--- config.mk ---
export PLATFORM = sky130hd
export DESIGN_NAME = comm_angle_adjust
export DESIGN_NICKNAME = d
export VERILOG_FILES = /design/src/design/comm_angle_pkg.sv /design/src/design/angle_select.sv /design/src/design/comm_angle_adjust.sv
export SDC_FILE = /design/constraint.sdc
export NUM_CORES = 1
export LEC_CHECK = 0
export ABC_CLOCK_PERIOD_IN_PS = 4130
export BUFFER_PORTS_ARGS = -buffer_cell sky130_fd_sc_hd__buf_2
export CORE_UTILIZATION = 27
export CTS_BUF_LIST = sky130_fd_sc_hd__clkbuf_4 sky130_fd_sc_hd__clkbuf_8 sky130_fd_sc_hd__clkbuf_16
export DETAILED_ROUTE_END_ITERATION = 8
export SETUP_SLACK_MARGIN = 0.15
export SLEW_MARGIN = 0
export SYNTH_ARGS = -nofsm -noshare
export SYNTH_HDL_FRONTEND = slang
export SYNTH_HIERARCHICAL = 1
export SYNTH_SLANG_ARGS = --single-unit
--- constraint.sdc ---
create_clock -name ref_clk -period 4.13 [get_ports ref_clk]
set_clock_uncertainty 0.05 [all_clocks]
set_input_delay 0.413 -clock ref_clk [delete_from_list [all_inputs] [get_ports ref_clk]]
set_output_delay 0.413 -clock ref_clk [all_outputs]
set_load 0.005 [all_outputs]
--- src/design/comm_angle_pkg.sv ---
// Constants for the commutation angle select and offset adjust block
`default_nettype none
package comm_angle_pkg;
   // Register byte offsets
   localparam logic [7:0] ADDR_CTRL   = 8'h00;
   localparam logic [7:0] ADDR_OFFSET = 8'h04;
   localparam logic [7:0] ADDR_GAIN   = 8'h08;
   localparam logic [7:0] ADDR_STATUS = 8'h0C;
   localparam logic [7:0] ADDR_ANGLE  = 8'h10;
   // CTRL fields
   localparam int CTRL_SRC_LSB   = 0;
   localparam int CTRL_TORQUE    = 2;
   localparam int CTRL_SW_EN     = 3;
   localparam int CTRL_START     = 4;
   // GAIN fields
   localparam int GAIN_KI_LSB    = 16;
   // STATUS fields
   localparam int STAT_DONE      = 0;
   localparam int STAT_ARMED     = 1;
   localparam int STAT_DRIVE_EN  = 2;
   localparam int STAT_STATE_LSB = 3;
   // Angle sources
   localparam logic [1:0] SRC_ZERO     = 2'h0;
   localparam logic [1:0] SRC_RESOLVER = 2'h1;
   localparam logic [1:0] SRC_ENCODER  = 2'h2;
   // Reset values
   localparam logic [1:0]  RST_SRC    = 2'h0;
   localparam logic [15:0] RST_OFFSET = 16'h0000;
   localparam logic [15:0] RST_KP     = 16'h0000;
   localparam logic [15:0] RST_KI     = 16'h0000;
   // Adjust sequence figures
   localparam logic [15:0] TORQUE_MAX   = 16'h7FFF;
   localparam int          FREE_SHIFT   = 3;
   localparam int          ALIGN_SHIFT  = 2;
   localparam int          GAIN_SHIFT   = 1;
   localparam logic [15:0] FREE_ANGLE   = 16'h4000;
   localparam logic [15:0] ALIGN_ANGLE  = 16'h0000;
   // Timing
   localparam int CLK_HZ        = 50000000;
   localparam int FREE_TIME_MS  = 1000;
   localparam int ALIGN_TIME_MS = 2000;
   localparam int FREE_CYCLES   = FREE_TIME_MS * (CLK_HZ / 1000);
   localparam int ALIGN_CYCLES  = ALIGN_TIME_MS * (CLK_HZ / 1000);
   localparam int CNT_W         = 27;
   typedef enum logic [2:0] {
      ST_IDLE  = 3'b000,
      ST_ARMED = 3'b001,
      ST_FREE  = 3'b010,
      ST_ALIGN = 3'b011
   } adj_state_e;
endpackage : comm_angle_pkg
`default_nettype wire

--- src/design/angle_select.sv ---
// Commutation angle source mux with offset addition
`default_nettype none
module angle_select (
   input  wire logic        ref_clk,
   input  wire logic        rst,
   input  wire logic        ce,
   input  wire logic [1:0]  src,
   input  wire logic [15:0] resolver_pos,
   input  wire logic [15:0] encoder_angle,
   input  wire logic [15:0] offset,
   input  wire logic        force_en,
   input  wire logic [15:0] force_angle,
   output logic      [15:0] raw_angle,
   output logic      [15:0] comm_angle
);
   typedef struct packed {
      logic [15:0] raw;
      logic [15:0] comm;
   } sel_s;

   sel_s cur_r;
   sel_s cur_nxt;

   always_comb begin
      cur_nxt = cur_r;
      unique case (src)
         comm_angle_pkg::SRC_RESOLVER: cur_nxt.raw = resolver_pos;
         comm_angle_pkg::SRC_ENCODER:  cur_nxt.raw = encoder_angle;
         default:                      cur_nxt.raw = 16'h0000;
      endcase
      if (force_en) begin
         cur_nxt.comm = force_angle;
      end else begin
         cur_nxt.comm = cur_nxt.raw + offset;
      end
   end

   always_ff @(posedge ref_clk) begin
      if (rst) begin
         cur_r <= '0;
      end else if (ce) begin
         cur_r <= cur_nxt;
      end
   end

   assign raw_angle  = cur_r.raw;
   assign comm_angle = cur_r.comm;
endmodule : angle_select
`default_nettype wire

--- src/design/comm_angle_adjust.sv ---
// Commutation angle select, offset register and automatic offset adjust
//
// Overview of operation
// - Fixed source forces feedback angle zero
// - Resolver source: 16-bit per mechanical revolution
// - Encoder source: 16-bit per mechanical revolution
// - Offset added between feedback and current angle
// - Adjust start halves current loop gains
// - First command one eighth torque to free
// - Then quarter torque at angle, derive offset
// - Sequence begins on enable after arming
// - Done indicator returns zero on completion
// - Enabled needs hardware and software enable
//
// Implementation choices: the register addresses and the APB register port.
`default_nettype none
module comm_angle_adjust #(
   parameter int FREE_CYCLES  = comm_angle_pkg::FREE_CYCLES,
   parameter int ALIGN_CYCLES = comm_angle_pkg::ALIGN_CYCLES
) (
   input  wire logic        ref_clk,
   input  wire logic        rst,
   input  wire logic        ce,
   input  wire logic        psel,
   input  wire logic        penable,
   input  wire logic        pwrite,
   input  wire logic [7:0]  paddr,
   input  wire logic [31:0] pwdata,
   output logic      [31:0] prdata,
   output logic             pready,
   output logic             pslverr,
   input  wire logic        hw_enable,
   input  wire logic [15:0] resolver_pos,
   input  wire logic [15:0] encoder_angle,
   output logic      [15:0] comm_angle,
   output logic      [15:0] torque_cmd,
   output logic      [15:0] kp_gain,
   output logic      [15:0] ki_gain,
   output logic             drive_en,
   output logic             torque_mode
);
   localparam int CW = comm_angle_pkg::CNT_W;

   if (FREE_CYCLES < 1 || ALIGN_CYCLES < 1 || FREE_CYCLES >= (2 ** CW) || ALIGN_CYCLES >= (2 ** CW)) begin : g_bad_cycles
      $error("comm_angle_adjust: cycle counts out of range");
   end

   typedef struct packed {
      comm_angle_pkg::adj_state_e st;
      logic [CW-1:0] cnt;
      logic          hw_s1;
      logic          hw_s2;
      logic          en_prev;
      logic          done;
      logic [1:0]    src;
      logic          tq_mode;
      logic          sw_en;
      logic [15:0]   offset;
      logic [15:0]   kp;
      logic [15:0]   ki;
      logic [31:0]   rdata;
      logic          ready;
      logic          slverr;
      logic [15:0]   torque;
      logic [15:0]   kp_o;
      logic [15:0]   ki_o;
      logic          drv_en;
      logic          force_en;
      logic [15:0]   force_ang;
   } adj_s;

   adj_s cur_r;
   adj_s cur_nxt;

   logic [15:0] raw_angle;
   logic [15:0] angle_out;

   angle_select u_sel (
      .ref_clk       (ref_clk),
      .rst           (rst),
      .ce            (ce),
      .src           (cur_r.src),
      .resolver_pos  (resolver_pos),
      .encoder_angle (encoder_angle),
      .offset        (cur_r.offset),
      .force_en      (cur_r.force_en),
      .force_angle   (cur_r.force_ang),
      .raw_angle     (raw_angle),
      .comm_angle    (angle_out)
   );

   function automatic logic addr_known(input logic [7:0] a);
      addr_known = (a == comm_angle_pkg::ADDR_CTRL) || (a == comm_angle_pkg::ADDR_OFFSET) ||
                   (a == comm_angle_pkg::ADDR_GAIN) || (a == comm_angle_pkg::ADDR_STATUS) ||
                   (a == comm_angle_pkg::ADDR_ANGLE);
   endfunction : addr_known

   function automatic logic [31:0] read_word(input logic [7:0] a, input adj_s s, input logic [15:0] ang);
      read_word = 32'h0000_0000;
      unique case (a)
         comm_angle_pkg::ADDR_CTRL: begin
            read_word[comm_angle_pkg::CTRL_SRC_LSB +: 2] = s.src;
            read_word[comm_angle_pkg::CTRL_TORQUE]       = s.tq_mode;
            read_word[comm_angle_pkg::CTRL_SW_EN]        = s.sw_en;
         end
         comm_angle_pkg::ADDR_OFFSET: read_word[15:0] = s.offset;
         comm_angle_pkg::ADDR_GAIN:   read_word = {s.ki, s.kp};
         comm_angle_pkg::ADDR_STATUS: begin
            read_word[comm_angle_pkg::STAT_DONE]           = s.done;
            read_word[comm_angle_pkg::STAT_ARMED]          = (s.st == comm_angle_pkg::ST_ARMED);
            read_word[comm_angle_pkg::STAT_DRIVE_EN]       = s.drv_en;
            read_word[comm_angle_pkg::STAT_STATE_LSB +: 3] = s.st;
         end
         comm_angle_pkg::ADDR_ANGLE:  read_word[15:0] = ang;
         default:                     read_word = 32'h0000_0000;
      endcase
   endfunction : read_word

   logic        acc;
   logic        wr_ok;
   logic        en_now;
   logic        adjusting;

   always_comb begin
      cur_nxt     = cur_r;
      acc         = psel && penable;
      wr_ok       = acc && cur_r.ready && pwrite && addr_known(paddr);
      cur_nxt.hw_s1 = hw_enable;
      cur_nxt.hw_s2 = cur_r.hw_s1;
      // APB: one wait state, answer registered
      cur_nxt.ready  = acc && !cur_r.ready;
      cur_nxt.slverr = acc && !cur_r.ready && !addr_known(paddr);
      if (acc && !cur_r.ready && !pwrite) begin
         cur_nxt.rdata = read_word(paddr, cur_r, angle_out);
      end
      if (wr_ok) begin
         unique case (paddr)
            comm_angle_pkg::ADDR_CTRL: begin
               cur_nxt.src     = pwdata[comm_angle_pkg::CTRL_SRC_LSB +: 2];
               cur_nxt.tq_mode = pwdata[comm_angle_pkg::CTRL_TORQUE];
               cur_nxt.sw_en   = pwdata[comm_angle_pkg::CTRL_SW_EN];
            end
            comm_angle_pkg::ADDR_OFFSET: cur_nxt.offset = pwdata[15:0];
            comm_angle_pkg::ADDR_GAIN: begin
               cur_nxt.kp = pwdata[15:0];
               cur_nxt.ki = pwdata[comm_angle_pkg::GAIN_KI_LSB +: 16];
            end
            default: ;
         endcase
      end
      en_now          = cur_r.hw_s2 && cur_r.sw_en;
      cur_nxt.drv_en  = en_now;
      cur_nxt.en_prev = en_now;
      unique case (cur_r.st)
         comm_angle_pkg::ST_IDLE: begin
            if (wr_ok && paddr == comm_angle_pkg::ADDR_CTRL && pwdata[comm_angle_pkg::CTRL_START]) begin
               cur_nxt.st   = comm_angle_pkg::ST_ARMED;
               cur_nxt.done = 1'b1;
            end
         end
         comm_angle_pkg::ST_ARMED: begin
            if (en_now && !cur_r.en_prev) begin
               cur_nxt.st  = comm_angle_pkg::ST_FREE;
               cur_nxt.cnt = CW'(FREE_CYCLES - 1);
            end
         end
         comm_angle_pkg::ST_FREE: begin
            if (!en_now) begin
               cur_nxt.st   = comm_angle_pkg::ST_IDLE;
               cur_nxt.done = 1'b0;
            end else if (cur_r.cnt == '0) begin
               cur_nxt.st  = comm_angle_pkg::ST_ALIGN;
               cur_nxt.cnt = CW'(ALIGN_CYCLES - 1);
            end else begin
               cur_nxt.cnt = cur_r.cnt - CW'(1);
            end
         end
         comm_angle_pkg::ST_ALIGN: begin
            if (!en_now) begin
               cur_nxt.st   = comm_angle_pkg::ST_IDLE;
               cur_nxt.done = 1'b0;
            end else if (cur_r.cnt == '0) begin
               cur_nxt.st     = comm_angle_pkg::ST_IDLE;
               cur_nxt.done   = 1'b0;
               cur_nxt.offset = comm_angle_pkg::ALIGN_ANGLE - raw_angle;
            end else begin
               cur_nxt.cnt = cur_r.cnt - CW'(1);
            end
         end
         default: begin
            cur_nxt.st   = comm_angle_pkg::ST_IDLE;
            cur_nxt.done = 1'b0;
         end
      endcase
      adjusting = (cur_nxt.st == comm_angle_pkg::ST_FREE) || (cur_nxt.st == comm_angle_pkg::ST_ALIGN);
      if (adjusting) begin
         cur_nxt.kp_o = cur_nxt.kp >> comm_angle_pkg::GAIN_SHIFT;
         cur_nxt.ki_o = cur_nxt.ki >> comm_angle_pkg::GAIN_SHIFT;
      end else begin
         cur_nxt.kp_o = cur_nxt.kp;
         cur_nxt.ki_o = cur_nxt.ki;
      end
      cur_nxt.force_en = adjusting;
      if (cur_nxt.st == comm_angle_pkg::ST_FREE) begin
         cur_nxt.torque    = comm_angle_pkg::TORQUE_MAX >> comm_angle_pkg::FREE_SHIFT;
         cur_nxt.force_ang = comm_angle_pkg::FREE_ANGLE;
      end else if (cur_nxt.st == comm_angle_pkg::ST_ALIGN) begin
         cur_nxt.torque    = comm_angle_pkg::TORQUE_MAX >> comm_angle_pkg::ALIGN_SHIFT;
         cur_nxt.force_ang = comm_angle_pkg::ALIGN_ANGLE;
      end else begin
         cur_nxt.torque    = 16'h0000;
         cur_nxt.force_ang = 16'h0000;
      end
   end

   always_ff @(posedge ref_clk) begin
      if (rst) begin
         cur_r        <= '0;
         cur_r.st     <= comm_angle_pkg::ST_IDLE;
         cur_r.src    <= comm_angle_pkg::RST_SRC;
         cur_r.offset <= comm_angle_pkg::RST_OFFSET;
         cur_r.kp     <= comm_angle_pkg::RST_KP;
         cur_r.ki     <= comm_angle_pkg::RST_KI;
         cur_r.kp_o   <= comm_angle_pkg::RST_KP;
         cur_r.ki_o   <= comm_angle_pkg::RST_KI;
      end else if (ce) begin
         cur_r <= cur_nxt;
      end
   end

   assign prdata      = cur_r.rdata;
   assign pready      = cur_r.ready;
   assign pslverr     = cur_r.slverr;
   assign comm_angle  = angle_out;
   assign torque_cmd  = cur_r.torque;
   assign kp_gain     = cur_r.kp_o;
   assign ki_gain     = cur_r.ki_o;
   assign drive_en    = cur_r.drv_en;
   assign torque_mode = cur_r.tq_mode;
endmodule : comm_angle_adjust
`default_nettype wire

# Word-level counts from Yosys, hierarchy flattened
# Index checks and enable logic that the tools add are counted.
[totals] regBits=217 inputBits=79
[op_classes] addsub=3 eq_ne=18 muxes=33 bitwise=1 reduce_logical=28
[op_table] operator="$mux 27" n=4
[op_table] operator="$mux 16" n=6
[op_table] operator="$pmux 27 s3" n=1
[op_table] operator="$mux 32" n=2
[op_table] operator="$mux 48" n=1
[op_table] operator="$pmux 16 s2" n=1
[op_table] operator="$mux 30" n=1
[op_table] operator="$pmux 10 s3" n=1
[op_table] operator="$logic_not 27->1" n=1
[op_table] operator="$sub 27x1->27 const B" n=1
[op_table] operator="$mux 13" n=2
[op_table] operator="$pmux 4 s5" n=1
[op_table] operator="$add 16x16->16" n=1
[op_table] operator="$eq 8x4->1 const B" n=2
[op_table] operator="$sub 1x16->16 const A" n=1
[op_table] operator="$mux 15" n=1
[op_table] operator="$mux 3" n=5
[op_table] operator="$eq 3x2->1 const B" n=4
[op_table] operator="$pmux 3 s4" n=1
[op_table] operator="$logic_and 1x1->1" n=11
[op_table] operator="$ne 2x2->1 const B" n=5
[op_table] operator="$eq 8x3->1 const B" n=1
[op_table] operator="$eq 8x5->1 const B" n=1
[op_table] operator="$logic_not 8->1" n=1
[op_table] operator="17 further kinds" n=27

# Depth between registers and ports, before layout
# Gate-level depths: netlist of the first run.
[logic_depth] depth_word=13 depth_mapped=15 ltp_nobuf=13

# Cells and area by module
# The synthesis of the first run kept the hierarchy.
[by_module_without_submodules] mod="comm_angle_adjust" n_inst=1 cells_per_inst=1021 area_per_inst_um2=8573.2 seq_area_each_um2=3103.0
[by_module_without_submodules] mod="angle_select" n_inst=1 cells_per_inst=315 area_per_inst_um2=2352.3 seq_area_each_um2=640.6

# Worst setup path after synthesis of the first run
# Ideal clock, no wire load.
[synth_path] kind="register to register" start="register, netlist name cur_r[150]" end="register u_sel.cur_r, in the netlist u_sel/comm_angle[15]" setup_time_ns=0.086 t_arrival_ns=2.971 required_time_ns=3.994 slack_ns=1.023 path_stages_with_launch=14 n_path_buf=3 period_less_slack_ns=3.107 cell_sequence="dfxtp_1 > inv_1 > ha_1 > buf_1 > buf_1 > nor2_1 > ha_1 > buf_6 > a21o_1 > a311o_1 > a311oi_1 > o211ai_1 > xnor2_1 > a211oi_1"
[synth_lines] element="end signal: assignment" line_no="angle_select.sv:42" rtl="cur_r <= cur_nxt;"
[synth_lines] element="end: declaration" line_no="angle_select.sv:21" rtl="sel_s cur_r;"

==> flow_summary.json, run 1 <==
{
  "ys_warn_count": 6,
  "cp_cell_sequence": "ha_1, a22oi_1, nor2_1, ha_1, inv_1, fa_1, nor2b_1, o31ai_2, a21oi_1, o41ai_2, nor4b_1, or3_1",
  "io_pins": 179,
  "ys_seq_area_share_pct": 34.3,
  "rows": 73,
  "tns_ns": 0,
  "first_pass_iters": 9,
  "post-route-period-util_pct": 83.7,
  "yosysMostFrequentCell": "dfxtp_1",
  "max_slew_margin_pct": 34.4,
  "synth_edf_count": 0,
  "drt-total-wl_mm": 39.5,
  "dieArea_mm2": 0.0413,
  "post_synth.cell_area_avg_um2": 8.18,
  "worstPathMaxFanout": 16,
  "ys_types": 89,
  "required_ns": 4.42,
  "hold_ws_ns": 0.160,
  "die_x_um": 203,
  "met2_usage_pct": 31.0,
  "end_kind": "flip-flop",
  "hpwl_mm": 29.5,
  "grt_use_met1_pct": 24.4,
  "portBuffers": 175,
  "clk_pin_slew_ns": 0.07,
  "final_net_count": 1491,
  "grt_overflow": 0,
  "clock_latency_ns": 0.45,
  "synth_async_sr_flop_share_pct": 0,
  "area_delta_synth_final_pct": 12.3,
  "drc": 6,
  "final_max_slew_viol_count": 0,
  "drv_cap": 0,
  "max-vdd-ir-drop_mv": 0.263,
  "cts_buffers": 17,
  "finalHoldViolations": 0,
  "rsz0062_at_grt": "no",
  "p_seq_share_pct": 48.9,
  "cts.repair.resized": 0,
  "crit_slowest_cell": "ha_1",
  "antennaDiodeCount": 0,
  "ant_nets": 0,
  "htree_num_levels": 4,
  "comb_power_share_pct": 5.9,
  "r2r_cells": 12,
  "hold_path_depth": 3,
  "place_congestion": 0.916,
  "status": "finished, violations left",
  "wl_per_cell_um": 20.5,
  "die_y_um": 203,
  "switching_share_pct": 26.3,
  "hold_path_class": "input pin to flip-flop",
  "synth_flop_cell": "dfxtp_1",
  "start_util_pct": 27.4,
  "grt_pass1_vias": 9745,
  "cts_root_buffer": "clkbuf_16",
  "cp_top_family": "adder cells",
  "violations": "design-rule violations",
  "drt_iter0_drc": 1042,
  "synth_top_area_cell": "dfxtp_1",
  "start_kind": "flip-flop",
  "synthTopCellsByArea": "dfxtp_1, buf_4, nand2_1",
  "final_area_mm2": 0.0123,
  "crit_top_cell": "ha_1",
  "cts_sinks": 187,
  "grt_max_degree": 61,
  "synth_common_cells": "dfxtp_1, nand2_1, nor2_1",
  "setup_viol": 0,
  "p_clk_share_pct": 45.2,
  "dr_total_vias": 10500,
  "cp_num_cells": 12,
  "avgViaCountPerCell": 5.45,
  "tritoncts": "built",
  "met3_usage_pct": 2.86,
  "fin_crit_ns": 3.46,
  "p_leak_nw": 4.83,
  "grt.total_usage_pct": 18.7,
  "postSynthCellCount": 1336,
  "grt_pass1_wl_mm": 59.7,
  "synth_top_area_share_pct": 34.3,
  "power.density_mw_per_mm2": 305,
  "fmax_mhz": 289,
  "critPathBufInv": 1,
  "post_cts_buffers": 0,
  "postPlaceCellArea_mm2": 0.0117,
  "clk_path_buf_depth": 2,
  "internal_power_mw": 2.76,
  "synth_seq_cells": 187,
  "top_usage_layer": "met2",
  "antenna_found_initial": 0,
  "final_layout_size_suffix_gt1_share_pct": 21.3,
  "p_sw_mw": 0.982,
  "hold_buffers": 0,
  "tightest_slew_ns": 0.984,
  "core_area_mm2": 0.0398,
  "crit_type": "flip-flop to flip-flop",
  "synth_area_mm2": 0.0109,
  "cp_slowest_stage_delay_ns": 0.57,
  "critical_path_arrival_ns": 3.74
}
logic make-up after synthesis:
| family | synth area share [%] |
|---|---|
| AND/OR/NAND/NOR | 21.3 |
| XOR/XNOR | 1.84 |
| AO/OA/AOI/OAI | 24.0 |
| flip-flops | 34.3 |
| multiplexers | 5.22 |
| other | 0.0343 |
| adder cells (fa/ha/maj) | 2.36 |
| buffers and inverters | 10.9 |
sequential cells by signal (all words and copies together), names as in the netlist:
signal and count:
cur_r 84, prdata 32, ki_gain 16, kp_gain 16
u_sel/comm_angle 16, u_sel/raw_angle 16, torque_cmd 2, cur_nxt 1
drive_en 1, pready 1, pslverr 1, torque_mode 1
area by class of cell:
| cell class | instances | area, um^2 |
|---|---|---|
| sequential | 187 | 3740 |
| clock buffer | 18 | 439 |
| inverter | 30 | 113 |
| tap | 525 | 657 |
| fill | 4369 | 27600 |
| clock inverter | 14 | 153 |
| timing repair buffer | 202 | 1080 |
| multi-input combinational | 954 | 6080 |
worst min-delay path: stages:
cell     delay, ns
buf_2         0.08
mux2i_1       0.05
nor2_1        0.08
path summary, 6_finish.rpt:
check | startpoint | end | slack (ns)
max | cur_r[151] | u_sel/comm_angle[10] | 0.67
min reg2reg | prdata[19] | prdata[19] | 0.40
max reg2reg | cur_r[151] | u_sel/comm_angle[10] | 0.67
min | hw_enable | cur_nxt[154] | 0.16
placed cells by master, fill, tap and decap left out, drive strengths merged, types with 19 or more instances in the layout:
cell type    n
buf        202
dfxtp      187
nand2      142
nor2       104
a21oi       98
nor3        48
o21ai       45
nand3       42
o211ai      38
a211oi      36
inv         36
nor4        27
mux2        24
nand4       23
mux2i       21
a22oi       20
and3        20
ha          19
power groups by stage:
stage | Clock, mW | Sequential [mW] | Combinational (mW)
2_1_floorplan | 0 | 1.87 | 0.126
3_3_place_gp | 0 | 1.87 | 0.219
3_5_place_dp | 0 | 1.87 | 0.219
4_1_cts | 1.73 | 1.83 | 0.220
5_1_grt | 1.79 | 1.83 | 0.239
6_report | 1.69 | 1.83 | 0.223
metal layers:
metal	routed length, um	vias up	share of wire [%]
li1	-	4972	-
met1	17200	5124	44
met2	18900	364	48
met3	2040	60	5.2
met4	1260	0	3.2
met5	0	-	0
per-stage QoR:
step                utilization (%)  setup WS [ns]  std cells  power, mW
detailed placement             29.3          0.806       1898       2.09
CTS                            30.8          0.770       1930       3.77
finish                         30.8          0.674       1930       3.74
global route                   30.8          0.431       1930       3.86
floorplan                         -           1.02       1353       1.99
global placement               29.3          0.948       1898       2.09
Power figures use the tool's default switching activity.
==> inputs of run 2 (changes only) <==
--- a/config.mk
+++ b/config.mk
@@ -5,7 +5,7 @@
 export SDC_FILE = /design/constraint.sdc
 export NUM_CORES = 1
 export LEC_CHECK = 0
-export ABC_CLOCK_PERIOD_IN_PS = 4130
+export ABC_CLOCK_PERIOD_IN_PS = 3400
 export BUFFER_PORTS_ARGS = -buffer_cell sky130_fd_sc_hd__buf_2
 export CORE_UTILIZATION = 27
 export CTS_BUF_LIST = sky130_fd_sc_hd__clkbuf_4 sky130_fd_sc_hd__clkbuf_8 sky130_fd_sc_hd__clkbuf_16
==> constraint.sdc (replaced) <==
create_clock -name ref_clk -period 3.4 [get_ports ref_clk]
set_clock_uncertainty 0.05 [all_clocks]
set_input_delay 0.34 -clock ref_clk [delete_from_list [all_inputs] [get_ports ref_clk]]
set_output_delay 0.34 -clock ref_clk [all_outputs]
set_load 0.005 [all_outputs]
==> flow_summary.json, run 2 (synthesis results as in run 1) <==
{
  "final_layout_size_suffix_gt1_share_pct": 22.8,
  "critical_path_arrival_ns": 3.38,
  "required_ns": 3.72,
  "avgViaCountPerCell": 5.40,
  "wl_per_cell_um": 20.0,
  "area_delta_synth_final_pct": 14.3,
  "fmax_mhz": 327,
  "die_x_um": 203,
  "grt_max_degree": 82,
  "drv_cap": 0,
  "r2r_start": "cur_r[151]",
  "final_net_count": 1510,
  "tightest_slew_ns": 0.945,
  "status": "finished clean",
  "hold_ws_ns": 0.127,
  "worst_slack_ns": 0.340,
  "grt_pass1_vias": 9706,
  "comb_power_share_pct": 5.9,
  "drt-total-wl_mm": 39.1,
  "portBuffers": 175,
  "switching_share_pct": 24.7,
  "max_slew_margin_pct": 36.9,
  "rows": 73,
  "clk_pin_slew_ns": 0.08,
  "drc": 0,
  "die_y_um": 203,
  "post-route-period-util_pct": 90.0,
  "regToRegSetupSlack_ns": 0.34,
  "worstPathMaxFanout": 7,
  "largest_reg_flops": 84,
  "internal_power_mw": 3.47,
  "start_kind": "flip-flop",
  "io_pins": 179,
  "postPlaceCellArea_mm2": 0.0118,
  "drt_iter0_drc": 1185,
  "final_area_mm2": 0.0125,
  "dieArea_mm2": 0.0413,
  "grt.total_usage_pct": 18.7,
  "clk_path_buf_depth": 2,
  "power.density_mw_per_mm2": 369,
  "fill_cells": 4351,
  "p_seq_share_pct": 48.3,
  "fin_crit_ns": 3.06,
  "tritoncts": "built",
  "ant_nets": 0,
  "hpwl_mm": 29.5,
  "final_max_slew_viol_count": 0,
  "final_cell_mix": "dfxtp_1, buf_2, nand2_1",
  "min_from": "pwdata[16]",
  "core_area_mm2": 0.0398,
  "crit_start": "cur_r[151]",
  "p_clk_share_pct": 45.8,
  "end_kind": "flip-flop",
  "finalHoldViolations": 0,
  "first_pass_iters": 6,
  "start_util_pct": 27.4,
  "setup_viol": 0,
  "grt_pass1_wl_mm": 59.5,
  "cts_root_buffer": "clkbuf_16",
  "clock_latency_ns": 0.45,
  "antenna_found_initial": 2,
  "crit_type": "flip-flop to flip-flop",
  "finalCoreUtilization_pct": 31.4,
  "cts_buffers": 17,
  "cts_sinks": 187,
  "hold_path_class": "input pin to flip-flop",
  "max-vdd-ir-drop_mv": 0.364,
  "rsz0062_at_grt": "no",
  "p_leak_nw": 4.92,
  "htree_num_levels": 4,
  "grt_overflow": 0,
  "tns_ns": 0,
  "dr_total_vias": 10500,
  "regMostFlops": "cur_r",
  "place_congestion": 0.901,
  "final_common_cell": "dfxtp_1",
  "dp_slack_ns": 0.231,
  "p_sw_mw": 1.14
}
-- run 2: cell count changes in the layout (fill, tap and decap cells not counted), sizes merged --
cell      before  now
diode          0    4
bufinv         1    2
clkinvlp       1    2
clkbuf        18   21
clkinv         6    0
buf          202  221
-- run 2: power groups by stage --
| stage | Sequential (mW) | Clock (mW) | Combinational [mW] |
|---|---|---|---|
| 6_report | 2.22 | 2.11 | 0.272 |
| 5_1_grt | 2.22 | 2.23 | 0.294 |
| 4_1_cts | 2.22 | 2.15 | 0.269 |
| 3_5_place_dp | 2.27 | 0 | 0.268 |
| 3_3_place_gp | 2.27 | 0 | 0.267 |
| 2_1_floorplan | 2.27 | 0 | 0.153 |
-- run 2: area by class of cell --
cell class	count	area (um^2)	area share (%)
antenna	4	10.0	0.0802
timing repair buffer	221	1250	10.0
inverter	30	113	0.902
clock inverter	10	128	1.02
clock buffer	21	480	3.85
tap	525	657	5.26
sequential	187	3740	30.0
multi-input combinational	954	6110	48.9
-- run 2: final timing paths --
path | to | cells past startpoint
max reg2reg | u_sel/comm_angle[14] | 13
min reg2reg | torque_cmd[12] | 2
min | cur_r[100] | 3
max | u_sel/comm_angle[14] | 13
-- run 2: timing repair --
| item | in CTS | in global routing |
|---|---|---|
| hold buffers | 0 | 0 |
| resized for setup | 0 | 8 |
| setup buffers | 0 | 1 |
| setup endpoints to repair | 0 | 9 |
-- run 2: routing by layer --
layer  vias up  share of wire [%]  global-route usage (%)
met2       369                 49                    31.3
met4         0                2.3                    6.15
met1      5110                 44                    24.6
li1       5022                  -                       -
met5         -                  0                       0
met3        37                5.1                    2.49
-- run 2: per-stage QoR --
step / power, mW / instances
6_report: 4.61 / 1952
5_1_grt: 4.75 / 1950
4_1_cts: 4.64 / 1947
3_5_place_dp: 2.54 / 1916
3_3_place_gp: 2.54 / 1916
2_1_floorplan: 2.42 / 1353
-- run 2: critical path, cell delays in order, from the launching register on --
cell and delay, ns:
dfxtp_1 0.41, ha_2 0.33, a22oi_2 0.14, nor2_1 0.13, ha_1 0.22, inv_1 0.07, fa_1 0.38, nor2b_1 0.24
o31ai_2 0.11, buf_4 0.15, a21oi_1 0.21, o21ai_0 0.14, xor2_1 0.18, a211oi_1 0.23
